<file path="src/inc/swp_pkg.sv">
// Purpose: shared constants for the sector write protection block
// Assumes: one clock, synchronous active-high reset
// Notes:   times are in microseconds, cycle counts derived from the clock rate
// Contract
// - sector program/erase blocked when persistent or dynamic bit is zero
// - lock bit zero refuses any program or erase of persistent bits
// - persistent mode: lock bit set to one on power-on or hardware reset
// - software reset leaves the lock bit untouched in both modes
// - persistent mode: no command sets the lock once cleared
// - password mode: lock bit cleared to zero on power-on or hardware reset
// - password mode: unlock sets lock only when 64-bit candidate matches stored password
// - password mode: only unlock sets lock; lock-clear may zero it anytime
// - lock-clear command zeroes lock; host issues it after persistent bits configured
// - exactly one volatile lock bit; zero locked, one changeable
// - mode choice comes from one-time-programmable configuration bits
// - persistent bits delivered erased, all sectors unprotected
// - persistent bits programmed singly, erased only all together
// - program takes word time, erase takes sector time; busy visible meanwhile
// - persistent program/erase with lock zero aborts and reports failure
// - overlay active: status read returns persistent bit of addressed sector
// - dynamic set command writes zero, clear writes one, repeatedly
// - hardware reset restores dynamic bits unprotected; persistent bits kept
// - dynamic bits changeable regardless of lock bit
// - mode field: 01 password, 10 persistent, 11 temporary persistent, 00 illegal
// - programming both mode-lock bits at once aborts, setting status bits four and one
package swp_pkg;
  localparam int unsigned CLK_HZ          = 20000000;
  localparam int unsigned WORD_PROG_US    = 500;
  localparam int unsigned SECT_ERASE_US   = 930000;
  localparam int unsigned WORD_PROG_CYC   = WORD_PROG_US * (CLK_HZ / 1000000);
  localparam longint unsigned SECT_ERASE_CYC = 64'(SECT_ERASE_US) * (CLK_HZ / 1000000);
  localparam int unsigned PWD_W           = 64;
  localparam int unsigned SECTORS         = 512;
  localparam int unsigned STAT_W          = 8;
  localparam int unsigned STAT_READY      = 7;
  localparam int unsigned STAT_PROG_ERR   = 4;
  localparam int unsigned STAT_PROT_ERR   = 1;
  localparam logic [1:0]  MODE_PASSWORD   = 2'h1;
  localparam logic [1:0]  MODE_PERSIST    = 2'h2;
  localparam logic [1:0]  MODE_TEMP       = 2'h3;
  localparam logic [1:0]  MODE_ILLEGAL    = 2'h0;
  localparam logic [1:0]  MODE_RESET      = 2'h3;
  typedef enum logic [3:0] {
    CMD_NONE, CMD_LOCK_CLEAR, CMD_UNLOCK, CMD_PBIT_PROG, CMD_PBIT_ERASE,
    CMD_DBIT_SET, CMD_DBIT_CLEAR, CMD_CFG_PROG, CMD_OVL_ENTER, CMD_OVL_EXIT,
    CMD_STATUS_CLEAR
  } swp_cmd_type;
endpackage

</file>
<file path="src/verilog/swp_sector_protect.sv">
// Purpose: sector write protection controller with lock and password
// Assumes: commands are one-cycle strobes synchronous to SYS_CLK
// Notes:   SYS_RST is power-on or hardware reset; SW_RST only resets status and the overlay flag
`timescale 1ns/1ps
module swp_sector_protect #(
  parameter int unsigned     SECTORS        = swp_pkg::SECTORS,
  parameter int unsigned     SECT_W         = $clog2(SECTORS),
  parameter longint unsigned WORD_PROG_CYC  = swp_pkg::WORD_PROG_CYC,
  parameter longint unsigned SECT_ERASE_CYC = swp_pkg::SECT_ERASE_CYC,
  parameter logic [63:0]     PASSWORD_INIT  = 64'hFFFF_FFFF_FFFF_FFFF
) (
  input  wire logic                      SYS_CLK,
  input  wire logic                      SYS_RST,
  input  wire logic                      SW_RST,
  input  wire logic                      CMD_VALID,
  input  wire swp_pkg::swp_cmd_type      CMD_CODE,
  input  wire logic [SECT_W-1:0]         CMD_SECTOR,
  input  wire logic [swp_pkg::PWD_W-1:0] CMD_PASSWORD,
  input  wire logic [1:0]                CMD_CFG_BITS,
  input  wire logic                      ACCESS_REQ,
  input  wire logic [SECT_W-1:0]         ACCESS_SECTOR,
  input  wire logic                      STATUS_READ,
  input  wire logic [SECT_W-1:0]         STATUS_SECTOR,
  output logic                           ACCESS_GRANT,
  output logic                           ACCESS_DENY,
  output logic                           LOCK_BIT,
  output logic [1:0]                     PROT_MODE,
  output logic                           OVERLAY_ACTIVE,
  output logic                           STATUS_VALID,
  output logic                           STATUS_PBIT,
  output logic [swp_pkg::STAT_W-1:0]     STATUS_REG,
  output logic [SECTORS-1:0]             SECTOR_WRITABLE
);
  localparam int unsigned CW = 32;

  ////////////////////////////////////////////////////////////////////////////
  // one-time-programmable mode field and hidden password
  logic [1:0]                mode_q = swp_pkg::MODE_RESET;
  logic [swp_pkg::PWD_W-1:0] pwd_q  = PASSWORD_INIT;
  logic                      lock_q;
  logic                      ovl_q;
  logic [swp_pkg::STAT_W-1:0] stat_q;
  logic                      op_erase_q;
  logic [SECT_W-1:0]         op_sector_q;
  logic                      grant_q;
  logic                      deny_q;
  logic                      sval_q;
  logic                      spbit_q;
  logic [SECTORS-1:0]        wr_q;

  wire cmd   = CMD_VALID;
  wire is_pw = (mode_q == swp_pkg::MODE_PASSWORD);
  wire frozen = (mode_q == swp_pkg::MODE_PASSWORD) || (mode_q == swp_pkg::MODE_PERSIST);
  wire busy;
  wire done;

  ////////////////////////////////////////////////////////////////////////////
  // command decode
  wire c_lclr  = cmd && (CMD_CODE == swp_pkg::CMD_LOCK_CLEAR);
  wire c_unl   = cmd && (CMD_CODE == swp_pkg::CMD_UNLOCK);
  wire c_pprog = cmd && (CMD_CODE == swp_pkg::CMD_PBIT_PROG);
  wire c_perase = cmd && (CMD_CODE == swp_pkg::CMD_PBIT_ERASE);
  wire c_dset  = cmd && (CMD_CODE == swp_pkg::CMD_DBIT_SET);
  wire c_dclr  = cmd && (CMD_CODE == swp_pkg::CMD_DBIT_CLEAR);
  wire c_cfg   = cmd && (CMD_CODE == swp_pkg::CMD_CFG_PROG);
  wire c_stclr = cmd && (CMD_CODE == swp_pkg::CMD_STATUS_CLEAR);

  wire p_req     = (c_pprog || c_perase) && !busy;
  wire p_allowed = p_req && lock_q;
  wire p_refused = p_req && !lock_q;
  wire pw_match  = (CMD_PASSWORD == pwd_q);
  wire cfg_both  = (CMD_CFG_BITS == 2'h3);
  wire cfg_fail  = c_cfg && !busy && (cfg_both || frozen);
  wire cfg_ok    = c_cfg && !busy && !cfg_fail && (CMD_CFG_BITS != 2'h0);

  wire [CW-1:0] op_cycles = c_perase ? CW'(SECT_ERASE_CYC) : CW'(WORD_PROG_CYC);
  wire          t_start   = p_allowed || cfg_ok;

  ////////////////////////////////////////////////////////////////////////////
  // busy timer: word time for single program, sector time for erase
  swp_timer #(.CW(CW)) u_timer (
    .clk    (SYS_CLK),
    .rst    (SYS_RST),
    .start  (t_start),
    .cycles (op_cycles),
    .busy   (busy),
    .done   (done)
  );

  ////////////////////////////////////////////////////////////////////////////
  // sector cells
  wire [SECTORS-1:0] pbits;
  wire [SECTORS-1:0] dbits;
  wire [SECTORS-1:0] wr;
  logic              op_cfg_q;

  genvar g;
  generate
    for (g = 0; g < SECTORS; g++) begin : g_sect
      wire hit_prog  = done && !op_cfg_q && !op_erase_q && (op_sector_q == SECT_W'(g));
      wire hit_erase = done && !op_cfg_q && op_erase_q;
      swp_sector_cell u_cell (
        .clk        (SYS_CLK),
        .hw_rst     (SYS_RST),
        .pbit_prog  (hit_prog),
        .pbit_erase (hit_erase),
        .dbit_set   (c_dset && (CMD_SECTOR == SECT_W'(g))),
        .dbit_clear (c_dclr && (CMD_SECTOR == SECT_W'(g))),
        .pbit       (pbits[g]),
        .dbit       (dbits[g]),
        .writable   (wr[g])
      );
    end
  endgenerate

  ////////////////////////////////////////////////////////////////////////////
  // pending operation bookkeeping; config programs on completion
  logic [1:0] cfg_pend_q;

  always_ff @(posedge SYS_CLK) begin
    if (SYS_RST) begin
      op_erase_q  <= 1'b0;
      op_sector_q <= '0;
      op_cfg_q    <= 1'b0;
      cfg_pend_q  <= 2'h0;
    end else if (t_start) begin
      op_erase_q  <= c_perase;
      op_sector_q <= CMD_SECTOR;
      op_cfg_q    <= cfg_ok;
      cfg_pend_q  <= CMD_CFG_BITS;
    end
  end

  // otp field: programming clears one bit, no reset touches it
  always_ff @(posedge SYS_CLK) begin
    if (done && op_cfg_q) begin
      mode_q <= mode_q & ~cfg_pend_q;
    end
  end

  ////////////////////////////////////////////////////////////////////////////
  // the single volatile lock bit
  wire lock_set = c_unl && is_pw && pw_match;

  // reset value follows the otp mode; software reset is not wired here
  // at all, so the lock survives it
  always_ff @(posedge SYS_CLK) begin
    if (SYS_RST) begin
      lock_q <= !is_pw;
    end else if (c_lclr) begin
      lock_q <= 1'b0;
    end else if (lock_set) begin
      lock_q <= 1'b1;
    end
  end

  ////////////////////////////////////////////////////////////////////////////
  // status register, overlay, access checks
  always_ff @(posedge SYS_CLK) begin
    if (SYS_RST || SW_RST) begin
      stat_q <= 8'h80;
      ovl_q  <= 1'b0;
    end else begin
      stat_q[swp_pkg::STAT_READY] <= !(t_start || (busy && !done));
      if (p_refused || cfg_fail) begin
        stat_q[swp_pkg::STAT_PROG_ERR] <= 1'b1;
        stat_q[swp_pkg::STAT_PROT_ERR] <= 1'b1;
      end else if (c_stclr) begin
        stat_q[swp_pkg::STAT_PROG_ERR] <= 1'b0;
        stat_q[swp_pkg::STAT_PROT_ERR] <= 1'b0;
      end
      if (cmd && CMD_CODE == swp_pkg::CMD_OVL_ENTER) begin
        ovl_q <= 1'b1;
      end else if (cmd && CMD_CODE == swp_pkg::CMD_OVL_EXIT) begin
        ovl_q <= 1'b0;
      end
    end
  end

  always_ff @(posedge SYS_CLK) begin
    if (SYS_RST) begin
      grant_q <= 1'b0;
      deny_q  <= 1'b0;
      sval_q  <= 1'b0;
      spbit_q <= 1'b1;
      wr_q    <= '1;
    end else begin
      grant_q <= ACCESS_REQ && wr[ACCESS_SECTOR];
      deny_q  <= ACCESS_REQ && !wr[ACCESS_SECTOR];
      sval_q  <= STATUS_READ && ovl_q;
      spbit_q <= pbits[STATUS_SECTOR];
      wr_q    <= wr;
    end
  end

  assign ACCESS_GRANT    = grant_q;
  assign ACCESS_DENY     = deny_q;
  assign LOCK_BIT        = lock_q;
  assign PROT_MODE       = mode_q;
  assign OVERLAY_ACTIVE  = ovl_q;
  assign STATUS_VALID    = sval_q;
  assign STATUS_PBIT     = spbit_q;
  assign STATUS_REG      = stat_q;
  assign SECTOR_WRITABLE = wr_q;

  ////////////////////////////////////////////////////////////////////////////
  // checks
  property p_refuse;
    @(posedge SYS_CLK) disable iff (SYS_RST)
      (c_pprog && !busy && !LOCK_BIT) |=> STATUS_REG[swp_pkg::STAT_PROG_ERR];
  endproperty
  a_refuse: assert property (p_refuse) else $error("locked program not reported");

  property p_clear_lock;
    @(posedge SYS_CLK) disable iff (SYS_RST) c_lclr |=> !LOCK_BIT;
  endproperty
  a_clear_lock: assert property (p_clear_lock) else $error("lock clear ignored");

  property p_no_relock;
    @(posedge SYS_CLK) disable iff (SYS_RST) (!is_pw && !LOCK_BIT) |=> !LOCK_BIT;
  endproperty
  a_no_relock: assert property (p_no_relock) else $error("persistent lock reset");

  property p_grant;
    @(posedge SYS_CLK) disable iff (SYS_RST)
      (ACCESS_REQ && (!pbits[ACCESS_SECTOR] || !dbits[ACCESS_SECTOR])) |=> ACCESS_DENY;
  endproperty
  a_grant: assert property (p_grant) else $error("protected sector granted");

  property p_dset;
    @(posedge SYS_CLK) disable iff (SYS_RST)
      c_dset |=> !dbits[$past(CMD_SECTOR)];
  endproperty
  a_dset: assert property (p_dset) else $error("dynamic set failed");

  property p_cfg_both;
    @(posedge SYS_CLK) disable iff (SYS_RST)
      (c_cfg && !busy && CMD_CFG_BITS == 2'h3) |=> STATUS_REG[swp_pkg::STAT_PROT_ERR];
  endproperty
  a_cfg_both: assert property (p_cfg_both) else $error("double mode lock not failed");

  property p_unlock;
    @(posedge SYS_CLK) disable iff (SYS_RST)
      (c_unl && is_pw && !pw_match && !LOCK_BIT && !c_lclr) |=> !LOCK_BIT;
  endproperty
  a_unlock: assert property (p_unlock) else $error("wrong password unlocked");

  property p_busy;
    @(posedge SYS_CLK) disable iff (SYS_RST)
      p_allowed |=> !STATUS_REG[swp_pkg::STAT_READY];
  endproperty
  a_busy: assert property (p_busy) else $error("busy not shown");

  property p_rst_lock;
    @(posedge SYS_CLK) SYS_RST |=> (LOCK_BIT != $past(is_pw));
  endproperty
  a_rst_lock: assert property (p_rst_lock) else $error("bad lock after reset");

  property p_sw_keep;
    @(posedge SYS_CLK) disable iff (SYS_RST)
      (SW_RST && !c_lclr && !lock_set) |=> $stable(LOCK_BIT);
  endproperty
  a_sw_keep: assert property (p_sw_keep) else $error("soft reset moved lock");

  property p_rise_src;
    @(posedge SYS_CLK) disable iff (SYS_RST)
      $rose(LOCK_BIT) |-> ($past(lock_set) || $past(SYS_RST));
  endproperty
  a_rise_src: assert property (p_rise_src) else $error("lock set without unlock");

  property p_persist_unl;
    @(posedge SYS_CLK) disable iff (SYS_RST) (c_unl && !is_pw) |=> $stable(LOCK_BIT);
  endproperty
  a_persist_unl: assert property (p_persist_unl) else $error("persistent unlock");

  property p_unlock_ok;
    @(posedge SYS_CLK) disable iff (SYS_RST) (c_unl && is_pw && pw_match) |=> LOCK_BIT;
  endproperty
  a_unlock_ok: assert property (p_unlock_ok) else $error("right password refused");

  property p_erase_refuse;
    @(posedge SYS_CLK) disable iff (SYS_RST || SW_RST)
      (c_perase && !busy && !LOCK_BIT) |=> (STATUS_REG[swp_pkg::STAT_PROG_ERR]
        && STATUS_REG[swp_pkg::STAT_PROT_ERR] && STATUS_REG[swp_pkg::STAT_READY]);
  endproperty
  a_erase_refuse: assert property (p_erase_refuse) else $error("locked erase ran");

  property p_no_start;
    @(posedge SYS_CLK) disable iff (SYS_RST)
      ((c_pprog || c_perase) && !busy && !LOCK_BIT) |=> !busy;
  endproperty
  a_no_start: assert property (p_no_start) else $error("locked operation started");

  property p_dclr;
    @(posedge SYS_CLK) disable iff (SYS_RST) c_dclr |=> dbits[$past(CMD_SECTOR)];
  endproperty
  a_dclr: assert property (p_dclr) else $error("dynamic clear failed");

  property p_hw_dyn;
    @(posedge SYS_CLK) SYS_RST |=> (&dbits);
  endproperty
  a_hw_dyn: assert property (p_hw_dyn) else $error("dynamic bits kept by reset");

  property p_pbit_keep;
    @(posedge SYS_CLK) !done |=> $stable(pbits);
  endproperty
  a_pbit_keep: assert property (p_pbit_keep) else $error("persistent bits moved");

  property p_erase_all;
    @(posedge SYS_CLK) (done && !op_cfg_q && op_erase_q) |=> (&pbits);
  endproperty
  a_erase_all: assert property (p_erase_all) else $error("group erase incomplete");

  property p_ovl_read;
    @(posedge SYS_CLK) disable iff (SYS_RST) (STATUS_READ && OVERLAY_ACTIVE)
      |=> (STATUS_VALID && (STATUS_PBIT == $past(pbits[STATUS_SECTOR])));
  endproperty
  a_ovl_read: assert property (p_ovl_read) else $error("overlay read wrong");

  property p_ovl_off;
    @(posedge SYS_CLK) disable iff (SYS_RST)
      (STATUS_READ && !OVERLAY_ACTIVE) |=> !STATUS_VALID;
  endproperty
  a_ovl_off: assert property (p_ovl_off) else $error("read outside overlay");

  property p_frozen;
    @(posedge SYS_CLK) frozen |=> $stable(PROT_MODE);
  endproperty
  a_frozen: assert property (p_frozen) else $error("frozen mode field changed");

  property p_frozen_fail;
    @(posedge SYS_CLK) disable iff (SYS_RST || SW_RST)
      (c_cfg && !busy && frozen) |=> (STATUS_REG[swp_pkg::STAT_PROG_ERR]
        && STATUS_REG[swp_pkg::STAT_PROT_ERR]);
  endproperty
  a_frozen_fail: assert property (p_frozen_fail) else $error("frozen field taken");

  property p_cfg_busy;
    @(posedge SYS_CLK) disable iff (SYS_RST || SW_RST)
      (c_cfg && !busy && !frozen && (CMD_CFG_BITS inside {2'h1, 2'h2}))
        |=> !STATUS_REG[swp_pkg::STAT_READY];
  endproperty
  a_cfg_busy: assert property (p_cfg_busy) else $error("mode program not busy");

  property p_ready_back;
    @(posedge SYS_CLK) disable iff (SYS_RST)
      (done && !t_start) |=> STATUS_REG[swp_pkg::STAT_READY];
  endproperty
  a_ready_back: assert property (p_ready_back) else $error("ready not restored");

  property p_grant_ok;
    @(posedge SYS_CLK) disable iff (SYS_RST)
      (ACCESS_REQ && pbits[ACCESS_SECTOR] && dbits[ACCESS_SECTOR])
        |=> (ACCESS_GRANT && !ACCESS_DENY);
  endproperty
  a_grant_ok: assert property (p_grant_ok) else $error("open sector denied");
endmodule

</file>
<file path="src/verilog/swp_timer.sv">
// Purpose: busy timer for persistent bit operations
// Assumes: start is a one-cycle pulse while idle
// Notes:   done pulses one cycle after the count runs out
`timescale 1ns/1ps
module swp_timer #(
  parameter int unsigned CW = 32
) (
  input  wire logic          clk,
  input  wire logic          rst,
  input  wire logic          start,
  input  wire logic [CW-1:0] cycles,
  output logic               busy,
  output logic               done
);
  logic [CW-1:0] cnt_q;
  logic          busy_q;
  logic          done_q;
  wire           last = busy_q && (cnt_q <= CW'(1));

  always_ff @(posedge clk) begin
    if (rst) begin
      cnt_q  <= '0;
      busy_q <= 1'b0;
      done_q <= 1'b0;
    end else begin
      done_q <= last;
      if (start && !busy_q) begin
        cnt_q  <= cycles;
        busy_q <= 1'b1;
      end else if (last) begin
        busy_q <= 1'b0;
      end else if (busy_q) begin
        cnt_q <= cnt_q - CW'(1);
      end
    end
  end

  assign busy = busy_q;
  assign done = done_q;
endmodule

</file>
<file path="src/verilog/swp_sector_cell.sv">
// Purpose: one sector's persistent and dynamic protection bits
// Assumes: commands arrive already qualified by the controller
// Notes:   persistent bit survives hardware reset, dynamic bit does not
`timescale 1ns/1ps
module swp_sector_cell (
  input  wire logic clk,
  input  wire logic hw_rst,
  input  wire logic pbit_prog,
  input  wire logic pbit_erase,
  input  wire logic dbit_set,
  input  wire logic dbit_clear,
  output logic      pbit,
  output logic      dbit,
  output logic      writable
);
  // non-volatile: reset never touches it; starts erased
  logic pbit_q = 1'b1;
  logic dbit_q;

  always_ff @(posedge clk) begin
    if (pbit_erase) begin
      pbit_q <= 1'b1;
    end else if (pbit_prog) begin
      pbit_q <= 1'b0;
    end
  end

  always_ff @(posedge clk) begin
    if (hw_rst) begin
      dbit_q <= 1'b1;
    end else if (dbit_set) begin
      dbit_q <= 1'b0;
    end else if (dbit_clear) begin
      dbit_q <= 1'b1;
    end
  end

  assign pbit     = pbit_q;
  assign dbit     = dbit_q;
  assign writable = pbit_q & dbit_q;
endmodule

</file>
<file path="config.mk">
export PLATFORM = sky130hd
export DESIGN_NAME = swp_sector_protect
export DESIGN_NICKNAME = d
export VERILOG_FILES = /design/src/inc/swp_pkg.sv /design/src/verilog/swp_sector_protect.sv /design/src/verilog/swp_timer.sv /design/src/verilog/swp_sector_cell.sv
export SDC_FILE = /design/constraint.sdc
export NUM_CORES = 2
export LEC_CHECK = 0
export BUFFER_PORTS_ARGS = -buffer_cell sky130_fd_sc_hd__buf_2
export CORE_ASPECT_RATIO = 1.25
export CORE_MARGIN = 2
export CORE_UTILIZATION = 45
export DETAILED_ROUTE_END_ITERATION = 8
export MAX_ROUTING_LAYER = met4
export SETUP_SLACK_MARGIN = 0.4
export SYNTH_ARGS = -nofsm -noshare
export SYNTH_HDL_FRONTEND = slang
export SYNTH_HIERARCHICAL = 1
export SYNTH_SLANG_ARGS = --single-unit
</file>
<file path="constraint.sdc">
create_clock -name SYS_CLK -period 19.5 [get_ports SYS_CLK]
set_input_delay 3.9 -clock SYS_CLK [delete_from_list [all_inputs] [get_ports SYS_CLK]]
set_output_delay 3.9 -clock SYS_CLK [all_outputs]
set_load 0.01 [all_outputs]
</file>
# ---- Word-level counts from Yosys, hierarchy flattened
# Index checks and enable logic that the tools add are counted.
dict set report word_totals {
  register_bits 1593
}
dict set report op_classes {
  eq_ne 1037
  n_reduce_logical 2102
  bitwise 514
  order_cmp 3
  muxes 1041
  n_addsub 1
}
# op n
set op_table {}
lappend op_table {{$eq 9x9->1 const B} 512}
lappend op_table {{$eq 9x8->1 const B} 256}
lappend op_table {{$logic_and 1x1->1} 1565}
lappend op_table {{$eq 9x7->1 const B} 128}
lappend op_table {{$mux 1} 1035}
lappend op_table {{$reduce_bool 2->1} 517}
lappend op_table {{$eq 9x6->1 const B} 64}
lappend op_table {{$and 1x1->1} 512}
lappend op_table {{$eq 9x5->1 const B} 32}
lappend op_table {{$eq 9x4->1 const B} 16}
lappend op_table {{$mux 32} 3}
lappend op_table {{$eq 9x3->1 const B} 8}
lappend op_table {{$eq 64x64->1 const B} 1}
lappend op_table {{$eq 9x2->1 const B} 4}
lappend op_table {{$le 32x1->1 const B} 1}
lappend op_table {{$sub 32x1->32 const B} 1}
lappend op_table {{$mux 25} 1}
lappend op_table {{$lt 9x10->1 const B} 2}
lappend op_table {{$bmux 1 s9} 2}
lappend op_table {{$eq 9x1->1 const B} 2}
lappend op_table {{$logic_not 9->1} 2}
lappend op_table {{$eq 4x3->1 const B} 4}
lappend op_table {{$eq 4x4->1 const B} 3}
lappend op_table {{$logic_not 1->1} 9}
lappend op_table {{10 further kinds} 18}

# ---- Longest topological paths before layout
dict set report depth {
  depth_word 11
  ltp_mapped 15
  mapped_depth_nobuf 12
}

# ---- Cells and area by module
# The synthesis kept the hierarchy.
# mod area_per_inst_um2 instances cells_per_inst
set by_module_without_submodules {}
lappend by_module_without_submodules {swp_sector_cell 68.8 512 7}
lappend by_module_without_submodules {swp_sector_protect 30898.4 1 3862}
lappend by_module_without_submodules {swp_timer 2168.3 1 263}

# ---- Worst setup path before layout
# OpenSTA, ideal clock, no wires.
dict set report synth_path {
  kind {reg2reg}
  start {reg op_cfg_q}
  end {reg g_sect[0].u_cell.pbit_q}
  arrival_ns 16.550
  setup_ns 0.160
  stages_incl_launch_ff 4
  period_less_slack_ns 16.711
  path_slack_ns 2.789
  cell_sequence {dfxtp_1 nand2b_1 nor2_1 a21o_1}
}
dict set report synth_via {
  word_cells_on_any_way 5
  classes_between {reduce/logical (5)}
}
# element line_no
set synth_lines {}
lappend synth_lines {{from (decl)} swp_sector_protect.sv:95} ;# logic op_cfg_q;
lappend synth_lines {{from (signal assigned)} swp_sector_protect.sv:129} ;# op_cfg_q <= cfg_ok;
lappend synth_lines {{$logic_not 1->1} swp_sector_protect.sv:101} ;# wire hit_erase = done && !op_cfg_q && op_erase_q;
lappend synth_lines {{$logic_and 1x1->1 (2 in a row)} swp_sector_protect.sv:101}
lappend synth_lines {{net g_sect[0].hit_erase} swp_sector_protect.sv:101}
lappend synth_lines {{to (signal assigned)} swp_sector_cell.sv:22} ;# pbit_q <= 1'b1;
lappend synth_lines {{to (signal assigned)} swp_sector_cell.sv:24} ;# pbit_q <= 1'b0;
lappend synth_lines {{to (decl)} swp_sector_cell.sv:17} ;# logic pbit_q = 1'b1;
# The timed path passes the listed nets, and every way through them passes these cells.
# A chain may end at the register's enable or synchronous reset.

# ---- Worst setup path after layout
dict set report layout_path {
  start {in STATUS_SECTOR[1]}
  end {reg spbit_q, in the netlist STATUS_PBIT}
}
dict set report layout_via {
  elab_chain_cells 2
}
# element line_no
set layout_rtl {}
lappend layout_rtl {{from (decl)} swp_sector_protect.sv:23} ;# input wire logic [SECT_W-1:0] STATUS_SECTOR,
lappend layout_rtl {{$bmux 1 s9} swp_sector_protect.sv:191} ;# spbit_q <= pbits[STATUS_SECTOR];
lappend layout_rtl {{$mux 1 (implied by the code)} swp_sector_protect.sv:191}
lappend layout_rtl {{to (signal assigned)} swp_sector_protect.sv:191}
lappend layout_rtl {{to (decl)} swp_sector_protect.sv:48} ;# logic spbit_q;
# No other way between the ends. The select of a mux whose other input is x is not followed.

==> metrics.md <==
| Metric | Value |
|---|---|
| Design Area, Final | `a little under 0.08 mm²` |
| Synth area leader | `dfxtp_1` |
| P&R area growth vs syn | `15.5%` |
| Reg2Reg Depth | `9` |
| Most used DFF post-synth | `dfxtp_1` |
| Nets | `8,301` |
| Startpoint Class | `primary input` |
| Vias per cell | `5.61` |
| GR Overflow Total | `0` |
| Yosys reg bits | `1,593` |
| Total GRT Usage | `0.344` |
| Slew at the pin with the worst max-slew slack | `roughly 1300 ps` |
| Simple-gate share of the synthesized area | `0.242` |
| DRT Pass-1 Iters | `6` |
| Crit-path cells | `buf_6, buf_4, buf_4, nand2b_1, o221ai_1, o221ai_1, a21oi_1, nor4_1, a221oi_1, a211o_1` |
| Yosys warns | `6` |
| Worst hold stages | `1` |
| Cell Area, Placed | `0.0732 mm²` |
| PnR worst setup slack | `11,890 ps` |
| Met1 Wirelength | `104,000 µm` |
| Headroom to the max-slew limit | `0.141` |
| Critical Path Slowest Stage Cell | `nand2b_1` |
| R2R setup slack | `roughly 16,000 ps` |
| Share of post-route cells with drive strength above 1 | `0.217` |
| Filler cells | `about 14k` |
| Hold EP | `g_sect[462].u_cell/pbit` |
| Clk pin slew, worst setup/hold paths | `60 ps` |
| Post-synth EDFFs | `3` |
| Hold Path Class | `register to register` |
| Initial Util | `0.454` |
| Die Area | `0.155 mm²` |
| Hold Buf Count CTS | `0` |
| Critical Path AT | `about 8300 ps` |
| Die width | `352 µm` |
| Complex-gate fraction of the synthesized area | `0.136` |
| Status | `complete, no violations` |
| Final ANT Viol Nets | `0` |
| Residual DRC count | `0` |
| Root Buffer | `clkbuf_16` |
| Hold slack | `467 ps` |
| Met3 wire len | `24,400 µm` |
| DR vias | `58.1k` |
| Largest family of logic cells by synthesized area | `simple AND/OR/NAND/NOR gates` |
| RSZ-0062 raised after global routing | `no` |
| # resized after CTS | `0` |
| Max clock buf depth | `3` |
| Clk_lat worst skew | `830 ps` |
| Top cell type's share of synthesized area | `0.466` |
| Synthesized instance count | `between 7k and 8k` |
| Largest net degree at the start of global routing | `191` |
| Fmax | `between 0.1 and 0.15 GHz` |
| I/O pin cnt | `631` |
| Crit-path max FO | `between 50 and 60` |
| Maximum vdd ir drop | `0.0000925 V` |
| Postcts setup bufs | `0` |
| Asr flop ratio synth | `0` |
| Die Y | `440 µm` |
| Post-Synth XOR/XNOR Area | `0.000641` |
| Critical Path RT | `a little over 20,000 ps` |
| Synthesized area per cell | `between 8 and 9 µm²` |
| Post-layout utilization of the core | `0.525` |
| H-tree levels | `4` |
| Synthesized cell area | `0.0683 mm²` |
| Setup crit end kind | `register` |
| Top Layer Used | `met4` |
| Pleak | `0.0369 µW` |
| Num CTS Buffers | `159` |
| CTS tree | `done` |
| Setup TNS | `0 ps` |
| Top cells by area, synth | `dfxtp_1 (47%), nor2_1 (12%), mux4_2 (8.2%)` |
| CP peak stage delay | `a little under 800 ps` |
| Max-cap violations | `0` |
| Final setup violation count | `0` |
| Vias in the first global route | `around 55k` |
| Synth cell types | `80` |
| Post-synthesis sequential area ratio | `0.467` |
| Critical register-to-register path startpoint | `u_timer/busy` |
| Final clock skew | `around 25 ps` |
| PwrDens | `90.1 mW/mm²` |
| DP HPWL | `approximately 180,000 µm` |
| RR Endpoint | `u_timer/cnt_q[1]` |
| First-pass GRT wire length | `381,000 µm` |
| Global placement routability congestion | `a little under 1` |
| Pre-CTS setup slack | `about 11,000 ps` |
| Multiplexer area fraction after synthesis | `0.0975` |
| Adder-cell share of the synthesized area | `0.000550` |
| Core Footprint | `0.150 mm²` |
| Fin. Hold Viols | `0` |
| Met2 wire len | `119,000 µm` |
| Clock Sinks | `1,593` |
| Wire length per cell | `25.8 µm` |
| Initial detailed-routing violation count | `6,430` |
| Slew Limit Fails | `0` |
| Final Cycle Share | `0.390` |
| Minimum clock period | `7610 ps` |
| Total routed wirelength | `267,000 µm` |
| I/O Buffers | `625` |
| Initial antenna violation count | `30` |
| Crit Path Category | `primary input to register` |
| Floorplan row count | `159` |
| Min-delay src | `g_sect[462].u_cell/pbit` |
-- worst max-delay path: cells and delay by family --
family          cells  cell delay [ps]
buf+inv             3             1730
compound gates      5             1190
simple gates        2             1440
-- synthesized netlist by cell type (21+ instances only) --
library cell / instances
buf_2: 25
inv_1: 528
o21bai_1: 513
buf_4: 23
and2_1: 518
nor4_1: 21
nor2_1: 2137
a21oi_1: 27
mux4_2: 249
nand3_1: 32
nor3_1: 33
nor2b_1: 25
nand2_1: 165
clkbuf_1: 350
mux2i_1: 97
nand4_1: 28
a21o_1: 512
or2_2: 516
dfxtp_1: 1590
-- routing by layer --
metal / vias up / GRT usage
li1: 26100 / -
met1: 28100 / 0.417
met2: 3033 / 0.527
met3: 816 / 0.0664
met4: 0 / 0.222
met5: - / -
-- area by class of cell --
| type | instances | area, µm² | share of cell area |
|---|---|---|---|
| clock buffer | 207 | 4440 | 0.0563 |
| timing repair buffer | 729 | 3980 | 0.0504 |
| multi-input combinational | 5178 | 32800 | 0.416 |
| sequential | 1593 | 31900 | 0.405 |
| inverter | 534 | 2000 | 0.0254 |
| clock inverter | 84 | 1180 | 0.0149 |
| antenna | 20 | 50.0 | 0.000634 |
| tap | 2012 | 2520 | 0.0319 |
-- stage by stage --
step | power (µW) | cells
final | 7110 | 10400
after global routing | 7310 | 10400
after CTS | 7140 | 10300
after detailed placement | 3860 | 10000
after global placement | 3860 | 10000
after floorplan | 3670 | 7731
-- report_power, final --
part           total, µW  switching [µW]  leakage, µW  internal, µW
sequential          3350            27.7       0.0131          3320
combinational        451             285       0.0211           166
clock               3310            1410      0.00275          1910
total               7110            1720       0.0369          5390
-- registers in the layout, summed over array words and instances, names as in the netlist --
name	count
ACCESS_DENY	1
ACCESS_GRANT	1
LOCK_BIT	1
OVERLAY_ACTIVE	1
PROT_MODE	2
SECTOR_WRITABLE	512
STATUS_PBIT	1
STATUS_REG	2
STATUS_VALID	1
cfg_pend_q	2
g_sect.u_cell/dbit	512
g_sect.u_cell/pbit	512
op_cfg_q	1
op_erase_q	1
op_sector_q	9
u_timer/busy	1
u_timer/cnt_q	32
u_timer/done	1
-- cell families (layout without fill, tap and decap cells) --
kind of cell	after synthesis	after routing
simple gates	3559	3559
flops	1593	1593
compound gates	1235	1235
buf+inv	960	1554
mux	353	353
xor+xnor	5	5
fa+ha+maj	3	3
other cells	1	43
-- cells in the final DEF, fill, tap and decap left out, types with 12 or more instances in the layout --
cell / count
and2_1: 518
nand2_1: 156
clkbuf_16: 159
o21ai_0: 14
dfxtp_1: 1590
o31ai_1: 12
mux2i_1: 97
a21o_1: 512
buf_2: 619
a21oi_1: 27
nor3_1: 31
clkinv_2: 31
o22ai_1: 13
a211oi_1: 15
or4_1: 17
nand3_1: 26
nor2_1: 2135
nand4_1: 28
diode_2: 20
conb_1: 23
a311oi_1: 20
o21bai_1: 513
or3_1: 15
bufinv_16: 21
nor2b_1: 24
inv_1: 527
nor4_1: 21
mux4_2: 249
clkbuf_8: 28
clkbuf_1: 20
o221ai_1: 19
buf_4: 103
nand2b_1: 14
a31oi_1: 12
or2_2: 516
-- how the worst max path moves through the flow --
stage          slack [ps]  cells after the start              from                     to
2_1_floorplan        2790                      3          op_cfg_q  g_sect[0].u_cell/pbit
3_3_place_gp        11230                     10  STATUS_SECTOR[1]            STATUS_PBIT
3_5_place_dp        11090                     10  STATUS_SECTOR[1]            STATUS_PBIT
4_1_cts             12000                     10  STATUS_SECTOR[1]            STATUS_PBIT
5_1_grt             11730                     13       CMD_CODE[3]       u_timer/cnt_q[1]
6_report            11890                     10  STATUS_SECTOR[1]            STATUS_PBIT
(Power assumes the default switching activity.)
